$ cat src/rtl/protect_cfg.svh
// constants for the motor protection fault monitor
`ifndef PROTECT_CFG_SVH
`define PROTECT_CFG_SVH

// ==========================================
// register offsets
`define OFS_CTRL    8'h00
`define OFS_FLC     8'h04
`define OFS_VOLT    8'h08
`define OFS_UL      8'h0c
`define OFS_UV      8'h10
`define OFS_OV      8'h14
`define OFS_UB      8'h18
`define OFS_STALL   8'h1c
`define OFS_JAM     8'h20
`define OFS_GF      8'h24
`define OFS_GFI     8'h28
`define OFS_GFA     8'h2c
`define OFS_STATUS  8'h30
`define OFS_THERM   8'h34

// ==========================================
// control fields and reset values
`define CTRL_AUTO_BIT   3
`define CTRL_GFT_BIT    4
`define CTRL_GFA_BIT    5
`define CTRL_PTC_BIT    6
`define CTRL_RESET_BIT  8
`define CLASS_OFF       3'h0
`define CLASS_10        3'h1
`define CLASS_30        3'h4
`define CTRL_RST        32'h0000_0001
`define FLC_RST         32'h0000_0064

// ==========================================
// thresholds and timing
`define THERM_FULL      14'h2710
`define THERM_AUTO_LVL  14'h1d4c
`define OL_TRIP_PCT     10'h075
`define GF_ARM_CUR      16'h0032
`define MIN_FLA_PCT     10'h01e
`define PTC_RESP_OHM    16'h0d48
`define PTC_RESET_OHM   16'h0640
`define PTC_SHORT_OHM   16'h0019
`define PTC_RESP_MS     800
`define TENTH_MS        100
`define PCLK_NS         5
`define GF_LO_SMALL     12'h064
`define GF_HI_SMALL     12'h1f4
`define GF_LO_LARGE     12'h1f4
`define GF_HI_LARGE     12'h9c4

`endif

$ cat src/rtl/protect_pkg.sv
// types for the motor protection fault monitor
package protect_pkg;

  typedef enum logic [2:0]
  {
    ST_STOPPED = 3'b001,
    ST_RUNNING = 3'b010,
    ST_TRIPPED = 3'b100
  } run_state_type;

  typedef enum logic [3:0]
  {
    CAUSE_NONE       = 4'h0,
    CAUSE_OVERLOAD   = 4'h1,
    CAUSE_UNDERLOAD  = 4'h2,
    CAUSE_UNDERVOLT  = 4'h3,
    CAUSE_OVERVOLT   = 4'h4,
    CAUSE_UNBALANCE  = 4'h5,
    CAUSE_JAM        = 4'h6,
    CAUSE_STALL      = 4'h7,
    CAUSE_GROUND     = 4'h8,
    CAUSE_THERMISTOR = 4'h9
  } fault_cause_type;

endpackage

$ cat src/rtl/persist_timer.sv
// persistence timer: flags a condition held longer than a limit in tenths
`timescale 1ns/1ps
module persist_timer #(
  parameter int W = 12
) (
  // clock and reset
  input  wire logic         pclk,
  input  wire logic         presetn,
  // timing
  input  wire logic         tick,
  input  wire logic         cond,
  input  wire logic [W-1:0] limit,
  // result
  output logic              expired
);

  logic [W-1:0] cnt_r;

  // count saturates so a long fault never wraps back to quiet
  always_ff @(posedge pclk or negedge presetn)
  begin
    if (!presetn)
      cnt_r <= '0;
    else if (!cond)
      cnt_r <= '0;
    else if (tick && (cnt_r != {W{1'b1}}))
      cnt_r <= cnt_r + 1'b1;
  end

  always_ff @(posedge pclk or negedge presetn)
  begin
    if (!presetn)
      expired <= 1'b0;
    else
      expired <= cond && (cnt_r > limit);
  end

endmodule

$ cat src/rtl/motor_protect.sv
// motor protection supervisor with apb register access
//
// Added by the designer: the register addresses and the APB register port.
`timescale 1ns/1ps
`include "protect_cfg.svh"

// Behaviour
// - overload trip at full thermal usage
// - thermal usage kept, restorable by software
// - class off/10/15/20/30, default 10
// - auto reset restarts only after start cycled
// - overload pickup at 117 percent FLC
// - underload trip after programmable delay
// - underload ignored in slow speed, braking
// - undervoltage trip after programmable delay
// - overvoltage trip after programmable delay
// - voltage unbalance trip after programmable delay
// - voltage checks ignored while braking
// - pre-fault alarms close alarm contact
// - stall allows extra time past ramp
// - jam trip on level and delay
// - jam ignored in slow speed, braking
// - ground trip needs enable, inhibit, persistence
// - ground inhibit interval 0 to 255 s
// - ground trip delay programmable in tenths
// - ground level range set by size
// - inhibit starts on current or leakage
// - ground alarm needs no other warning
// - ground alarm persistence delay
// - thermistor thresholds and 800 ms response
// - thermistor trip when enabled, no fault
module motor_protect
  import protect_pkg::*;
#(
  parameter int TICK_CYCLES  = `TENTH_MS * 1000000 / `PCLK_NS,
  parameter int MIN_FLA_DECI = 10
) (
  // apb slave
  input  wire logic        pclk,
  input  wire logic        presetn,
  input  wire logic        psel,
  input  wire logic        penable,
  input  wire logic        pwrite,
  input  wire logic [7:0]  paddr,
  input  wire logic [31:0] pwdata,
  output logic      [31:0] prdata,
  output logic             pready,
  output logic             pslverr,
  // measurements, same clock, current in 0.1 A, leakage in 0.01 A
  input  wire logic [15:0] phase_current_max,
  input  wire logic [15:0] line_voltage_min,
  input  wire logic [15:0] line_voltage_max,
  input  wire logic [7:0]  unbalance_pct,
  input  wire logic [15:0] ground_leak_current,
  input  wire logic [15:0] ptc_ohms,
  // operating mode from the power stage
  input  wire logic        slow_speed,
  input  wire logic        braking,
  input  wire logic        ramping,
  input  wire logic        up_to_speed,
  input  wire logic        large_frame,
  // start pin, asynchronous
  input  wire logic        start_pin,
  // indication and control
  output logic             run_enable,
  output logic             fault_active,
  output logic             alarm_contact,
  output logic [3:0]       fault_cause,
  output logic [13:0]      therm_usage
);

  localparam int NT = 11;
  localparam int T_UL = 0, T_UV = 1, T_OV = 2, T_UB = 3, T_JAM = 4, T_STALL = 5;
  localparam int T_GF = 6, T_PTC = 7, T_GFA = 8, T_STALM = 9, T_INH = 10;
  localparam logic [11:0] PTC_TICKS = 12'(`PTC_RESP_MS / `TENTH_MS - 1);
  localparam int TW = $clog2(TICK_CYCLES + 1);

  // ==========================================
  // helpers
  function automatic logic below_pct(input logic [15:0] v, input logic [15:0] r, input logic [9:0] p);
    below_pct = ({16'h0, v} * 32'd100) < ({16'h0, r} * {22'h0, p});
  endfunction

  function automatic logic above_pct(input logic [15:0] v, input logic [15:0] r, input logic [9:0] p);
    above_pct = ({16'h0, v} * 32'd100) > ({16'h0, r} * {22'h0, p});
  endfunction

  function automatic logic [11:0] tenths(input logic [7:0] s);
    tenths = 12'({4'h0, s} * 12'd10);
  endfunction

  // ==========================================
  // registers
  logic [2:0]  ol_class_r;
  logic        ol_auto_r, gf_trip_en_r, gf_alarm_en_r, ptc_en_r, reset_req_r;
  logic [15:0] flc_r, volt_r;
  logic [31:0] ul_r, uv_r, ov_r, ub_r, stall_r, jam_r, gf_r, gfi_r, gfa_r;
  logic [13:0] therm_r;
  run_state_type   state_r;
  fault_cause_type cause_r;
  logic [NT-1:0]   cond, expd;
  logic [11:0]     limit [NT];
  logic            alarm_r, start_armed_r, inh_started_r, tick;

  wire logic wr_en = psel && penable && pwrite && !pslverr;
  wire logic running = (state_r == ST_RUNNING);

  function automatic logic mapped(input logic [7:0] a);
    mapped = (a[1:0] == 2'h0) && (a <= `OFS_THERM);
  endfunction

  // ==========================================
  // apb slave, zero wait states
  assign pready  = 1'b1;
  assign pslverr = psel && penable && !mapped(paddr);

  always_ff @(posedge pclk or negedge presetn)
  begin
    if (!presetn)
    begin
      ol_class_r    <= 3'(`CTRL_RST);
      ol_auto_r     <= 1'b0;
      gf_trip_en_r  <= 1'b0;
      gf_alarm_en_r <= 1'b0;
      ptc_en_r      <= 1'b0;
      flc_r         <= 16'(`FLC_RST);
      volt_r        <= 16'h0190;
      ul_r          <= 32'h0;
      uv_r          <= 32'h0;
      ov_r          <= 32'h0000_00c7;
      ub_r          <= 32'h0000_1919;
      stall_r       <= 32'h0;
      jam_r         <= 32'h0000_03e8;
      gf_r          <= 32'h0000_09c4;
      gfi_r         <= 32'h0;
      gfa_r         <= 32'h0000_09c4;
    end
    else if (wr_en)
    begin
      unique case (paddr)
        `OFS_CTRL:
        begin
          if (pwdata[2:0] <= `CLASS_30)
            ol_class_r <= pwdata[2:0];
          ol_auto_r     <= pwdata[`CTRL_AUTO_BIT];
          gf_trip_en_r  <= pwdata[`CTRL_GFT_BIT];
          gf_alarm_en_r <= pwdata[`CTRL_GFA_BIT];
          ptc_en_r      <= pwdata[`CTRL_PTC_BIT];
        end
        `OFS_FLC:   flc_r   <= pwdata[15:0];
        `OFS_VOLT:  volt_r  <= pwdata[15:0];
        `OFS_UL:    ul_r    <= pwdata;
        `OFS_UV:    uv_r    <= pwdata;
        `OFS_OV:    ov_r    <= pwdata;
        `OFS_UB:    ub_r    <= pwdata;
        `OFS_STALL: stall_r <= pwdata;
        `OFS_JAM:   jam_r   <= pwdata;
        `OFS_GF:    gf_r    <= pwdata;
        `OFS_GFI:   gfi_r   <= pwdata;
        `OFS_GFA:   gfa_r   <= pwdata;
        default:    ;
      endcase
    end
  end

  always_ff @(posedge pclk or negedge presetn)
  begin
    if (!presetn)
      reset_req_r <= 1'b0;
    else
      reset_req_r <= wr_en && (paddr == `OFS_CTRL) && pwdata[`CTRL_RESET_BIT];
  end

  // read data captured in the setup phase so it is stable for the access edge
  always_ff @(posedge pclk or negedge presetn)
  begin
    if (!presetn)
      prdata <= 32'h0;
    else if (psel && !penable)
    begin
      unique case (paddr)
        `OFS_CTRL:   prdata <= {25'h0, ptc_en_r, gf_alarm_en_r, gf_trip_en_r, ol_auto_r, ol_class_r};
        `OFS_FLC:    prdata <= {16'h0, flc_r};
        `OFS_VOLT:   prdata <= {16'h0, volt_r};
        `OFS_UL:     prdata <= ul_r;
        `OFS_UV:     prdata <= uv_r;
        `OFS_OV:     prdata <= ov_r;
        `OFS_UB:     prdata <= ub_r;
        `OFS_STALL:  prdata <= stall_r;
        `OFS_JAM:    prdata <= jam_r;
        `OFS_GF:     prdata <= gf_r;
        `OFS_GFI:    prdata <= gfi_r;
        `OFS_GFA:    prdata <= gfa_r;
        `OFS_STATUS: prdata <= {20'h0, expd[T_GFA], expd[T_STALM], alarm_r, start_armed_r, cause_r, 1'b0, state_r};
        `OFS_THERM:  prdata <= {18'h0, therm_r};
        default:     prdata <= 32'h0;
      endcase
    end
  end

  // ==========================================
  // tenth-second tick
  logic [TW-1:0] tick_cnt_r;

  always_ff @(posedge pclk or negedge presetn)
  begin
    if (!presetn)
      tick_cnt_r <= '0;
    else if (tick)
      tick_cnt_r <= '0;
    else
      tick_cnt_r <= tick_cnt_r + 1'b1;
  end

  assign tick = (tick_cnt_r == TW'(TICK_CYCLES - 1));

  // ==========================================
  // start pin: three stages, change accepted when the last two agree
  logic [2:0] start_sync_r;
  logic       start_lvl_r;

  always_ff @(posedge pclk or negedge presetn)
  begin
    if (!presetn)
    begin
      start_sync_r <= 3'h0;
      start_lvl_r  <= 1'b0;
    end
    else
    begin
      start_sync_r <= {start_sync_r[1:0], start_pin};
      if (start_sync_r[1] == start_sync_r[2])
        start_lvl_r <= start_sync_r[2];
    end
  end

  // ==========================================
  // thermal model; software write restores the saved value after power loss
  logic ol_over, ol_full;
  logic [13:0] ol_rate;

  always_comb
  begin
    unique case (ol_class_r)
      3'h1:    ol_rate = 14'd100;
      3'h2:    ol_rate = 14'd67;
      3'h3:    ol_rate = 14'd50;
      3'h4:    ol_rate = 14'd33;
      default: ol_rate = 14'd0;
    endcase
  end

  assign ol_over = (ol_class_r != `CLASS_OFF) && above_pct(phase_current_max, flc_r, `OL_TRIP_PCT);
  assign ol_full = (ol_class_r != `CLASS_OFF) && (therm_r >= `THERM_FULL);

  always_ff @(posedge pclk or negedge presetn)
  begin
    if (!presetn)
      therm_r <= 14'h0;
    else if (wr_en && (paddr == `OFS_THERM))
      therm_r <= pwdata[13:0];
    else if (tick && ol_over)
      therm_r <= (therm_r + ol_rate >= `THERM_FULL) ? `THERM_FULL : therm_r + ol_rate;
    else if (tick && (therm_r != 14'h0))
      therm_r <= therm_r - 1'b1;
  end

  assign therm_usage = therm_r;

  // ==========================================
  // protection conditions
  logic [11:0] gf_lo, gf_hi, gf_trip_lvl, gf_alm_lvl;
  logic        other_alarm;

  assign gf_lo = large_frame ? `GF_LO_LARGE : `GF_LO_SMALL;
  assign gf_hi = large_frame ? `GF_HI_LARGE : `GF_HI_SMALL;
  assign gf_trip_lvl = (gf_r[11:0] < gf_lo) ? gf_lo : (gf_r[11:0] > gf_hi) ? gf_hi : gf_r[11:0];
  assign gf_alm_lvl  = (gfa_r[11:0] < gf_lo) ? gf_lo : (gfa_r[11:0] > gf_hi) ? gf_hi : gfa_r[11:0];

  always_ff @(posedge pclk or negedge presetn)
  begin
    if (!presetn)
      inh_started_r <= 1'b0;
    else if ((phase_current_max == 16'h0) && (ground_leak_current < `GF_ARM_CUR))
      inh_started_r <= 1'b0;
    else if (ground_leak_current >= `GF_ARM_CUR ||
             !below_pct(phase_current_max, 16'(MIN_FLA_DECI), `MIN_FLA_PCT))
      inh_started_r <= 1'b1;
  end

  wire logic gf_armed = expd[T_INH];

  assign cond[T_UL]  = running && !slow_speed && !braking && below_pct(phase_current_max, flc_r, {3'h0, ul_r[6:0]});
  assign cond[T_UV]  = running && !braking && below_pct(line_voltage_min, volt_r, {3'h0, uv_r[6:0]});
  assign cond[T_OV]  = running && !braking && above_pct(line_voltage_max, volt_r, {2'h0, ov_r[7:0]});
  assign cond[T_UB]  = running && !braking && (unbalance_pct > {3'h0, ub_r[4:0]});
  assign cond[T_JAM] = running && !slow_speed && !braking && !ramping &&
                       above_pct(phase_current_max, flc_r, jam_r[9:0]);
  assign cond[T_STALL] = running && ramping && !up_to_speed;
  assign cond[T_STALM] = cond[T_STALL];
  assign cond[T_GF]  = gf_trip_en_r && gf_armed && (state_r != ST_TRIPPED) &&
                       (ground_leak_current >= {4'h0, gf_trip_lvl});
  assign cond[T_PTC] = ptc_en_r && (state_r != ST_TRIPPED) &&
                       ((ptc_ohms > `PTC_RESP_OHM) || (ptc_ohms < `PTC_SHORT_OHM));
  assign cond[T_GFA] = gf_alarm_en_r && gf_armed && !other_alarm &&
                       (ground_leak_current >= {4'h0, gf_alm_lvl});
  assign cond[T_INH] = inh_started_r;

  assign limit[T_UL]    = tenths({1'b0, ul_r[14:8]});
  assign limit[T_UV]    = tenths({1'b0, uv_r[22:16]});
  assign limit[T_OV]    = tenths({1'b0, ov_r[22:16]});
  assign limit[T_UB]    = tenths({1'b0, ub_r[22:16]});
  assign limit[T_JAM]   = {2'h0, jam_r[19:10]};
  assign limit[T_STALL] = tenths({3'h0, stall_r[12:8]}) + {5'h0, stall_r[6:0]};
  assign limit[T_STALM] = tenths({3'h0, stall_r[12:8]}) + {4'h0, stall_r[23:16]};
  assign limit[T_GF]    = gf_r[23:12];
  assign limit[T_PTC]   = PTC_TICKS;
  assign limit[T_GFA]   = tenths(gfa_r[19:12]);
  assign limit[T_INH]   = tenths(gfi_r[7:0]);

  for (genvar i = 0; i < NT; i++)
  begin : g_timer
    persist_timer #(.W(12)) u_timer (
      .pclk    (pclk),
      .presetn (presetn),
      .tick    (tick),
      .cond    (cond[i]),
      .limit   (limit[i]),
      .expired (expd[i])
    );
  end

  // ==========================================
  // pre-fault alarms, no delay on the voltage levels, stall alarm after its persistence delay
  logic uv_alm, ov_alm, ub_alm;

  assign uv_alm = running && !braking && below_pct(line_voltage_min, volt_r, {3'h0, uv_r[14:8]});
  assign ov_alm = running && !braking && above_pct(line_voltage_max, volt_r, {2'h0, ov_r[15:8]});
  assign ub_alm = running && !braking && (unbalance_pct > {3'h0, ub_r[12:8]});
  assign other_alarm = uv_alm || ov_alm || ub_alm || expd[T_STALM];

  always_ff @(posedge pclk or negedge presetn)
  begin
    if (!presetn)
      alarm_r <= 1'b0;
    else
      alarm_r <= other_alarm || expd[T_GFA];
  end

  assign alarm_contact = alarm_r;

  // ==========================================
  // trip selection and run state
  fault_cause_type trip_cause;
  logic            trip_now, clear_ok;

  always_comb
  begin
    trip_cause = CAUSE_NONE;
    for (int i = T_PTC; i >= T_UL; i--)
      if (expd[i])
        trip_cause = fault_cause_type'(4'(i + 2));
    if (ol_full)
      trip_cause = CAUSE_OVERLOAD;
  end

  assign trip_now = (state_r != ST_TRIPPED) && (trip_cause != CAUSE_NONE);
  // a thermistor trip holds until the sensor has cooled below the reset level
  assign clear_ok = (reset_req_r && ((cause_r != CAUSE_THERMISTOR) || (ptc_ohms < `PTC_RESET_OHM))) ||
                    (ol_auto_r && (cause_r == CAUSE_OVERLOAD) && (therm_r < `THERM_AUTO_LVL));

  always_ff @(posedge pclk or negedge presetn)
  begin
    if (!presetn)
    begin
      state_r <= ST_STOPPED;
      cause_r <= CAUSE_NONE;
    end
    else if (trip_now)
    begin
      state_r <= ST_TRIPPED;
      cause_r <= trip_cause;
    end
    else
    begin
      unique case (state_r)
        ST_STOPPED:
          if (start_lvl_r && start_armed_r)
            state_r <= ST_RUNNING;
        ST_RUNNING:
          if (!start_lvl_r)
            state_r <= ST_STOPPED;
        ST_TRIPPED:
          if (clear_ok)
          begin
            state_r <= ST_STOPPED;
            cause_r <= CAUSE_NONE;
          end
      endcase
    end
  end

  // start must be seen low before any run, so a held start never restarts
  always_ff @(posedge pclk or negedge presetn)
  begin
    if (!presetn)
      start_armed_r <= 1'b0;
    else if (trip_now)
      start_armed_r <= 1'b0;
    else if (!start_lvl_r)
      start_armed_r <= 1'b1;
  end

  assign run_enable   = running;
  assign fault_active = (state_r == ST_TRIPPED);
  assign fault_cause  = cause_r;
endmodule

$ cat config.mk
export PLATFORM = sky130hd
export DESIGN_NAME = motor_protect
export DESIGN_NICKNAME = d
export VERILOG_FILES = /design/src/rtl/protect_pkg.sv /design/src/rtl/persist_timer.sv /design/src/rtl/motor_protect.sv
export VERILOG_INCLUDE_DIRS = /design/src /design/src/rtl
export SDC_FILE = /design/constraint.sdc
export NUM_CORES = 2
export LEC_CHECK = 0
export ABC_AREA = 0
export BUFFER_PORTS_ARGS = -buffer_cell sky130_fd_sc_hd__buf_2
export CAP_MARGIN = 0
export CORE_MARGIN = 2
export CORE_UTILIZATION = 61
export CTS_BUF_LIST = sky130_fd_sc_hd__clkbuf_4
export DETAILED_ROUTE_END_ITERATION = 16
export GPL_ROUTABILITY_DRIVEN = 0
export PLACE_DENSITY = 0.79
export SETUP_SLACK_MARGIN = 0.15
export SLEW_MARGIN = 10
export SYNTH_ARGS = -nofsm -noshare
export SYNTH_HDL_FRONTEND = slang
export SYNTH_HIERARCHICAL = 1
export SYNTH_SLANG_ARGS = --single-unit
$ cat constraint.sdc
create_clock -name pclk -period 13.1 [get_ports pclk]
set_input_delay 0 -clock pclk [delete_from_list [all_inputs] [get_ports pclk]]
set_output_delay 0 -clock pclk [all_outputs]
set_load 0.05 [all_outputs]
### Word level (Yosys, flattened, before mapping)

Cells that the tools add are included.

| storage, ports and cells | value |
|---|---|
| latch bits | 0 |
| output and inout bits | 55 |
| ROM bits | 0 |
| memories | 0 |
| memory bits (writable) | 0 |
| input bits | 139 |
| register bits after elaboration | 556 |

| cells by class | value |
|---|---|
| shift-type cells | 0 |
| $mul | 17 |
| multiplexer cells | 56 |
| divide/modulo/power cells | 0 |
| reduce and logical (&&, ||, !) cells | 105 |
| bitwise gates (word level) | 0 |
| order comparisons | 37 |
| $add $sub $neg | 16 |
| equal/unequal tests | 51 |

Operators by type and width:

| operator | number |
|---|---|
| 32-bit case mux with 14 select lines | 1 |
| 12-bit two-way mux | 27 |
| 12-bit by 1-bit adder with 12-bit output (second input constant) | 11 |
| 12-bit != test (second input constant) | 11 |
| 23-bit < comparator | 3 |
| 16-bit by 7-bit multiplier with 23-bit output | 3 |
| 1-bit logical AND | 63 |
| 16-bit by 5-bit multiplier with 21-bit output (second input constant) | 3 |
| 12-bit greater-than comparator | 5 |
| 14-bit two-way mux | 4 |
| 8-bit by 6-bit equality test with 1-bit output (second input constant) | 6 |
| 12-bit by 11-bit greater-than comparator with 1-bit output | 4 |
| 23-bit by 24-bit greater-than comparator with 1-bit output | 2 |
| 16-bit by 8-bit multiplier with 24-bit output | 2 |
| 4-bit two-way mux | 12 |
| 7-bit by 3-bit multiplier with 10-bit output (second input constant) | 4 |
| 12-bit by 10-bit greater-than comparator with 1-bit output | 3 |
| 8-bit by 5-bit equality test with 1-bit output (second input constant) | 4 |
| 16-bit by 12-bit >= comparator with 1-bit output | 2 |
| 14-bit >= comparator (second input constant) | 2 |
| 7-bit case mux with 4 select lines | 1 |
| 23-bit by 26-bit greater-than comparator with 1-bit output | 1 |
| 16-bit by 10-bit multiplier with 26-bit output | 1 |
| 2-bit AND reduction | 13 |
| 50 further kinds | 94 |

### Longest topological paths before layout

| depth | value |
|---|---|
| depth after elaboration | 13 |
| depth in mapped cells | 31 |

### Cells and area by module

The synthesis kept the hierarchy.

By module, submodules not included:

| module | cells an instance | instances | sequential area each (um^2) | area each (um^2) |
|---|---|---|---|---|
| motor_protect | 6,015 | 1 | 10,378.7 | 55,783.5 |
| persist_timer (g_timer[0].u_timer ...) | 113 | 10 | 325.3 | 997.2 |
| persist_timer (g_timer[9].u_timer) | 114 | 1 | 325.3 | 1,038.5 |

### Least setup slack after synthesis

OpenSTA, ideal clock, no wires.

| timing | value |
|---|---|
| path kind | reg2reg |
| start point | register flc_r[2] |
| end point | register g_timer[4].u_timer.cnt_r[6] |
| arrival time | 7.630 ns |
| period minus slack after synthesis | 7.730 ns |
| library setup time | 0.100 ns |
| required time | 13.000 ns |
| stages on the path, launching flop included | 28 |
| buffers on the path | 2 |
| path slack | 5.370 ns |
| cell sequence | dfstp_2 > clkbuf_1 > clkbuf_1 > nand2_1 > fa_1 > fa_1 > inv_1 > fa_1 > inv_1 > fa_1 > inv_1 > fa_1 > ha_1 > a21o_1 > a21oi_1 > o21ai_0 > a41o_1 > o41ai_1 > o21ai_0 > o41ai_1 > xor2_1 > ha_1 > nor2_1 > nor4_1 > nand3_1 > nor4bb_1 > inv_1 > a311oi_1 |

| between the ends | value |
|---|---|
| longest elaborated chain between the ends | 4 |
| elaborated cells between the ends (all ways) | 5 |

Ends and longest elaborated chain:

| what | RTL line | source |
|---|---|---|
| start: declaration | motor_protect.sv:96 | `logic [15:0] flc_r, volt_r;` |
| start signal: assignment | motor_protect.sv:126 | `` flc_r <= 16'(`FLC_RST); `` |
| start signal: assignment | motor_protect.sv:150 | `` `OFS_FLC: flc_r <= pwdata[15:0]; `` |
| 16-bit by 10-bit multiplier with 26-bit output * | motor_protect.sv:85 | `above_pct = ({16'h0, v} * 32'd100) > ({16'h0, r} * {22'h0, p});` |
| 23-bit by 26-bit greater-than comparator with 1-bit output * | motor_protect.sv:85 |  |
| 1-bit logical AND * | motor_protect.sv:297 | `assign cond[T_JAM] = running && !slow_speed && !braking && !ramping &&` |
| named net cond[4] | motor_protect.sv:101 | `logic [NT-1:0] cond, expd;` |
| 2-bit != test (no source line) / 12-bit two-way mux (equally long branches) | - |  |
| end signal: assignment | persist_timer.sv:27 | `cnt_r <= cnt_r + 1'b1;` |
| end: declaration | persist_timer.sv:17 | `logic [W-1:0] cnt_r;` |

Mark *: on every way through the listed nets, which the timed path passes. The rest lies on a longest branch.
A chain may end at the register's enable or synchronous reset.

### Final worst setup path

| timing | value |
|---|---|
| start point | register volt_r[2] |
| end point | register g_timer[8].u_timer.cnt_r[2] |

| between the ends | value |
|---|---|
| longest elaborated chain between the ends | 10 |
| elaborated cells between the ends (all ways) | 14 |

Ends and longest elaborated chain:

| what | RTL line | source |
|---|---|---|
| start: declaration | motor_protect.sv:96 |  |
| start signal: assignment | motor_protect.sv:151 | `` `OFS_VOLT: volt_r <= pwdata[15:0]; `` |
| 16-bit by 8-bit multiplier with 24-bit output / 16-bit by 7-bit multiplier with 23-bit output (equally long branches) | motor_protect.sv:85, motor_protect.sv:81 |  |
| 23-bit by 24-bit greater-than comparator with 1-bit output / 23-bit < comparator (equally long branches) | motor_protect.sv:85, motor_protect.sv:81 |  |
| 1-bit logical AND (on tied branches) | motor_protect.sv:338, motor_protect.sv:337 |  |
| 1-bit logical OR * (3 in a row) | motor_protect.sv:340 | `assign other_alarm = uv_alm \|\| ov_alm \|\| ub_alm \|\| expd[T_STALM];` |
| 1-bit zero test * | motor_protect.sv:305 | `assign cond[T_GFA] = gf_alarm_en_r && gf_armed && !other_alarm &&` |
| 1-bit logical AND * (2 in a row) | motor_protect.sv:305 |  |
| named net cond[8] | motor_protect.sv:101 |  |
| 2-bit != test (no source line) / 12-bit two-way mux (equally long branches) | - |  |
| end signal: assignment | persist_timer.sv:27 |  |
| end: declaration | persist_timer.sv:17 |  |

Marked as above.

==> impl_metrics.json <==
{
  "status": "finished, final reports clean",
  "dp_slack_ns": 4.48,
  "hold_viol": 0,
  "hpwl_mm": 144,
  "setup_viol": 0,
  "netlist_area_um2": 66800,
  "io_pins": 194,
  "cts_tree": "yes",
  "setup_tns_ns": 0,
  "fp-row-count": 121,
  "synth_cell_types": 100,
  "design.die.area_um2": 112000,
  "synth_top_cells_by_area": "dfrtp_1 20%, ha_1 17%, fa_1 17%",
  "yosysSeqAreaShare": 0.209,
  "ys_seq_elements": 556,
  "viasPerCell": 6.27,
  "syn2layout_area_growth_pct": 8.47,
  "cp-start-kind": "flop",
  "io_buffers": 192,
  "yosysWarnings": 6,
  "synth_most_common_cell": "inv_1",
  "firstDrtPassIters": 10,
  "avgRoutedWirePerCell_um": 21.6,
  "period_minus_slack_ns": 8.88,
  "drv_slew": 0,
  "r2r-start": "volt_r[2]",
  "powerDensity_nw_per_um2": 68.1,
  "ant_nets": 0,
  "worstSetupPathType": "reg -> reg",
  "critPathCapture": "g_timer[8].u_timer/cnt_r[2]",
  "cp.arrival_ns": 9.74,
  "timing.final.crit_share": 0.678,
  "worst_slew_pin_slew_ns": 1.17,
  "wl_mm": 196,
  "fp.coreArea_um2": 109000,
  "maxSlewHeadroom": 0.223,
  "cts-root-buf": "clkbuf_4",
  "drcViolationCount": 0,
  "cts_resized": 0,
  "die_w_um": 335,
  "setup_ws_ns": 4.22,
  "clk_pin_slew_ns": 0.07,
  "track_usage": 0.353,
  "grt_pass1_wl_mm": 312,
  "p_total_mw": 4.94,
  "synthTopCellsByCount": "1082 x inv_1, 920 x ha_1, 643 x nand2_1, 566 x fa_1, 521 x dfrtp_1",
  "die_h_um": 335,
  "r2r_setup_slack_ns": 4.22,
  "crit_required_ns": 13.96,
  "worstReg2RegEnd": "g_timer[8].u_timer/cnt_r[2]",
  "post_cts_buffers": 0,
  "avgSynthCellArea_um2": 9.20,
  "cts.sinks": 556,
  "cts_max_level": 4,
  "rr_worst_depth": 25,
  "yosys.area.top_type": "dfrtp_1",
  "synth_edf_count": 0,
  "cts_hold_buf": 113,
  "leakagePower_nw": 37.4,
  "hp-class": "in -> async",
  "initial_core_util": 0.614,
  "dr.first_iter.drc_count": 5426,
  "cp_max_fo": 32,
  "fin_cells": 9087,
  "numCtsBuffers": 156,
  "startpoint": "volt_r[2]",
  "nets": 9172,
  "ys.flop_type": "dfrtp_1",
  "ctsLongestPathBuffers": 3,
  "drive_gt1_frac": 0.123,
  "clkLatencyLatePin_ns": 1.08,
  "dp.cells": 8690,
  "grt_setup_unrepaired": "no",
  "cap_violations": 0,
  "worst_setup_path_end_kind": "flop",
  "grt_overflow": 0,
  "fin_skew_ns": 0.105,
  "grt_pass1_vias": 58100,
  "vias": 57000,
  "postSynthCellCount": 7259,
  "async_flop_share": 1.00,
  "grt_max_degree": 156,
  "fmax_ghz": 0.113,
  "ir_drop_uv": 86.5,
  "netlist.area_leader.share": 0.195,
  "antenna_found_initial": 18
}
## metrics by stage
step	util	hold slack, ns	cell area (um^2)
after floorplan	-	-0.296	66900
after global placement	0.637	0.119	69300
after detailed placement	0.637	0.120	69300
after CTS	0.666	0.00257	72400
after global routing	0.666	0.0512	72400
final	0.667	0.107	72500
## worst min path at each step
stage                     from              end
global placement     start_pin  start_sync_r[0]
detailed placement   start_pin  start_sync_r[0]
floorplan              presetn    alarm_contact
global route        pwdata[14]       volt_r[14]
finish                 presetn         gfa_r[6]
CTS                  pwdata[8]         gfa_r[8]
## per-layer routing
metal  global-route usage  routed length, um
met1                0.438              73700
met2                0.550              87600
met3                0.124              24600
met4                0.171              10200
met5              0.00261                242
## cell type report
type                            count  area [um^2]
Antenna cell                        9         22.5
Clock buffer                      222         1670
Clock inverter                     53          347
Fill cell                        8482        36300
Inverter                         1083         4070
Multi-Input combinational cell   5375        48000
Sequential cell                   556        14000
Tap cell                         1414         1770
Timing Repair Buffer              375         2660
## layout by cell type (no fill, tap or decap), drive strengths merged, types with 40 or more instances in the layout
cell type	instances
and2	376
o21a	89
nand2	643
fa	566
nor2	275
mux2	302
and3	43
o21ai	247
dfrtp	521
o21bai	40
nor3	89
nand4	110
xor2	114
xnor2	149
nand2b	42
inv	1087
nand3	139
ha	920
a221oi	40
a21o	102
or3	61
nor4	51
buf	263
clkbuf	222
a21oi	325
a22oi	90
nor2b	53
clkinv	42
dlygate4sd3	112
## worst max-delay path: stages (launching register included)
cell,delay [ns]
dfrtp_1,1.11
nand2_1,0.17
fa_1,0.51
fa_1,0.55
inv_1,0.06
fa_1,0.53
inv_1,0.06
fa_1,0.53
inv_1,0.04
ha_1,0.33
o21a_1,0.12
o31ai_1,0.10
a21oi_1,0.17
o41ai_1,0.71
a211oi_1,0.22
or3_1,0.44
a31o_2,0.24
a21oi_1,0.16
xnor2_1,0.09
ha_1,0.29
o221ai_1,0.24
a21oi_1,0.24
o311ai_0,0.22
a211oi_1,0.92
inv_1,0.36
a211oi_1,0.31
## sequential cells by signal, summed over array words and instances, names as in the netlist, 3 cells and up
| name | flops |
|---|---|
| gfa_r | 32 |
| g_timer.u_timer/cnt_r | 132 |
| gfi_r | 32 |
| stall_r | 32 |
| g_timer.u_timer/expired | 11 |
| jam_r | 32 |
| volt_r | 16 |
| gf_r | 32 |
| ul_r | 32 |
| uv_r | 32 |
| ub_r | 32 |
| ol_class_r | 3 |
| therm_usage | 14 |
| ov_r | 32 |
| flc_r | 16 |
| tick_cnt_r | 25 |
| fault_cause | 4 |
| start_sync_r | 3 |
| prdata | 32 |
| state_r | 3 |
## cell families after synthesis
kind of cell               share of synthesized area
and+or+nand+nor                                0.154
adders and majority gates                      0.342
buffers and inverters                         0.0764
AOI/OAI and AO/OA                              0.131
DFF                                            0.209
muxes                                         0.0532
xor gates and xnor gates                      0.0345
other                                       0.000112
## report_power, final
part / switching [mW] / internal, mW / leakage, nW
logic: 0.918 / 0.551 / 28.8
registers: 0.0464 / 1.74 / 7.42
clock network: 0.824 / 0.862 / 1.19
Note: power is estimated with default switching activity, not from simulation.
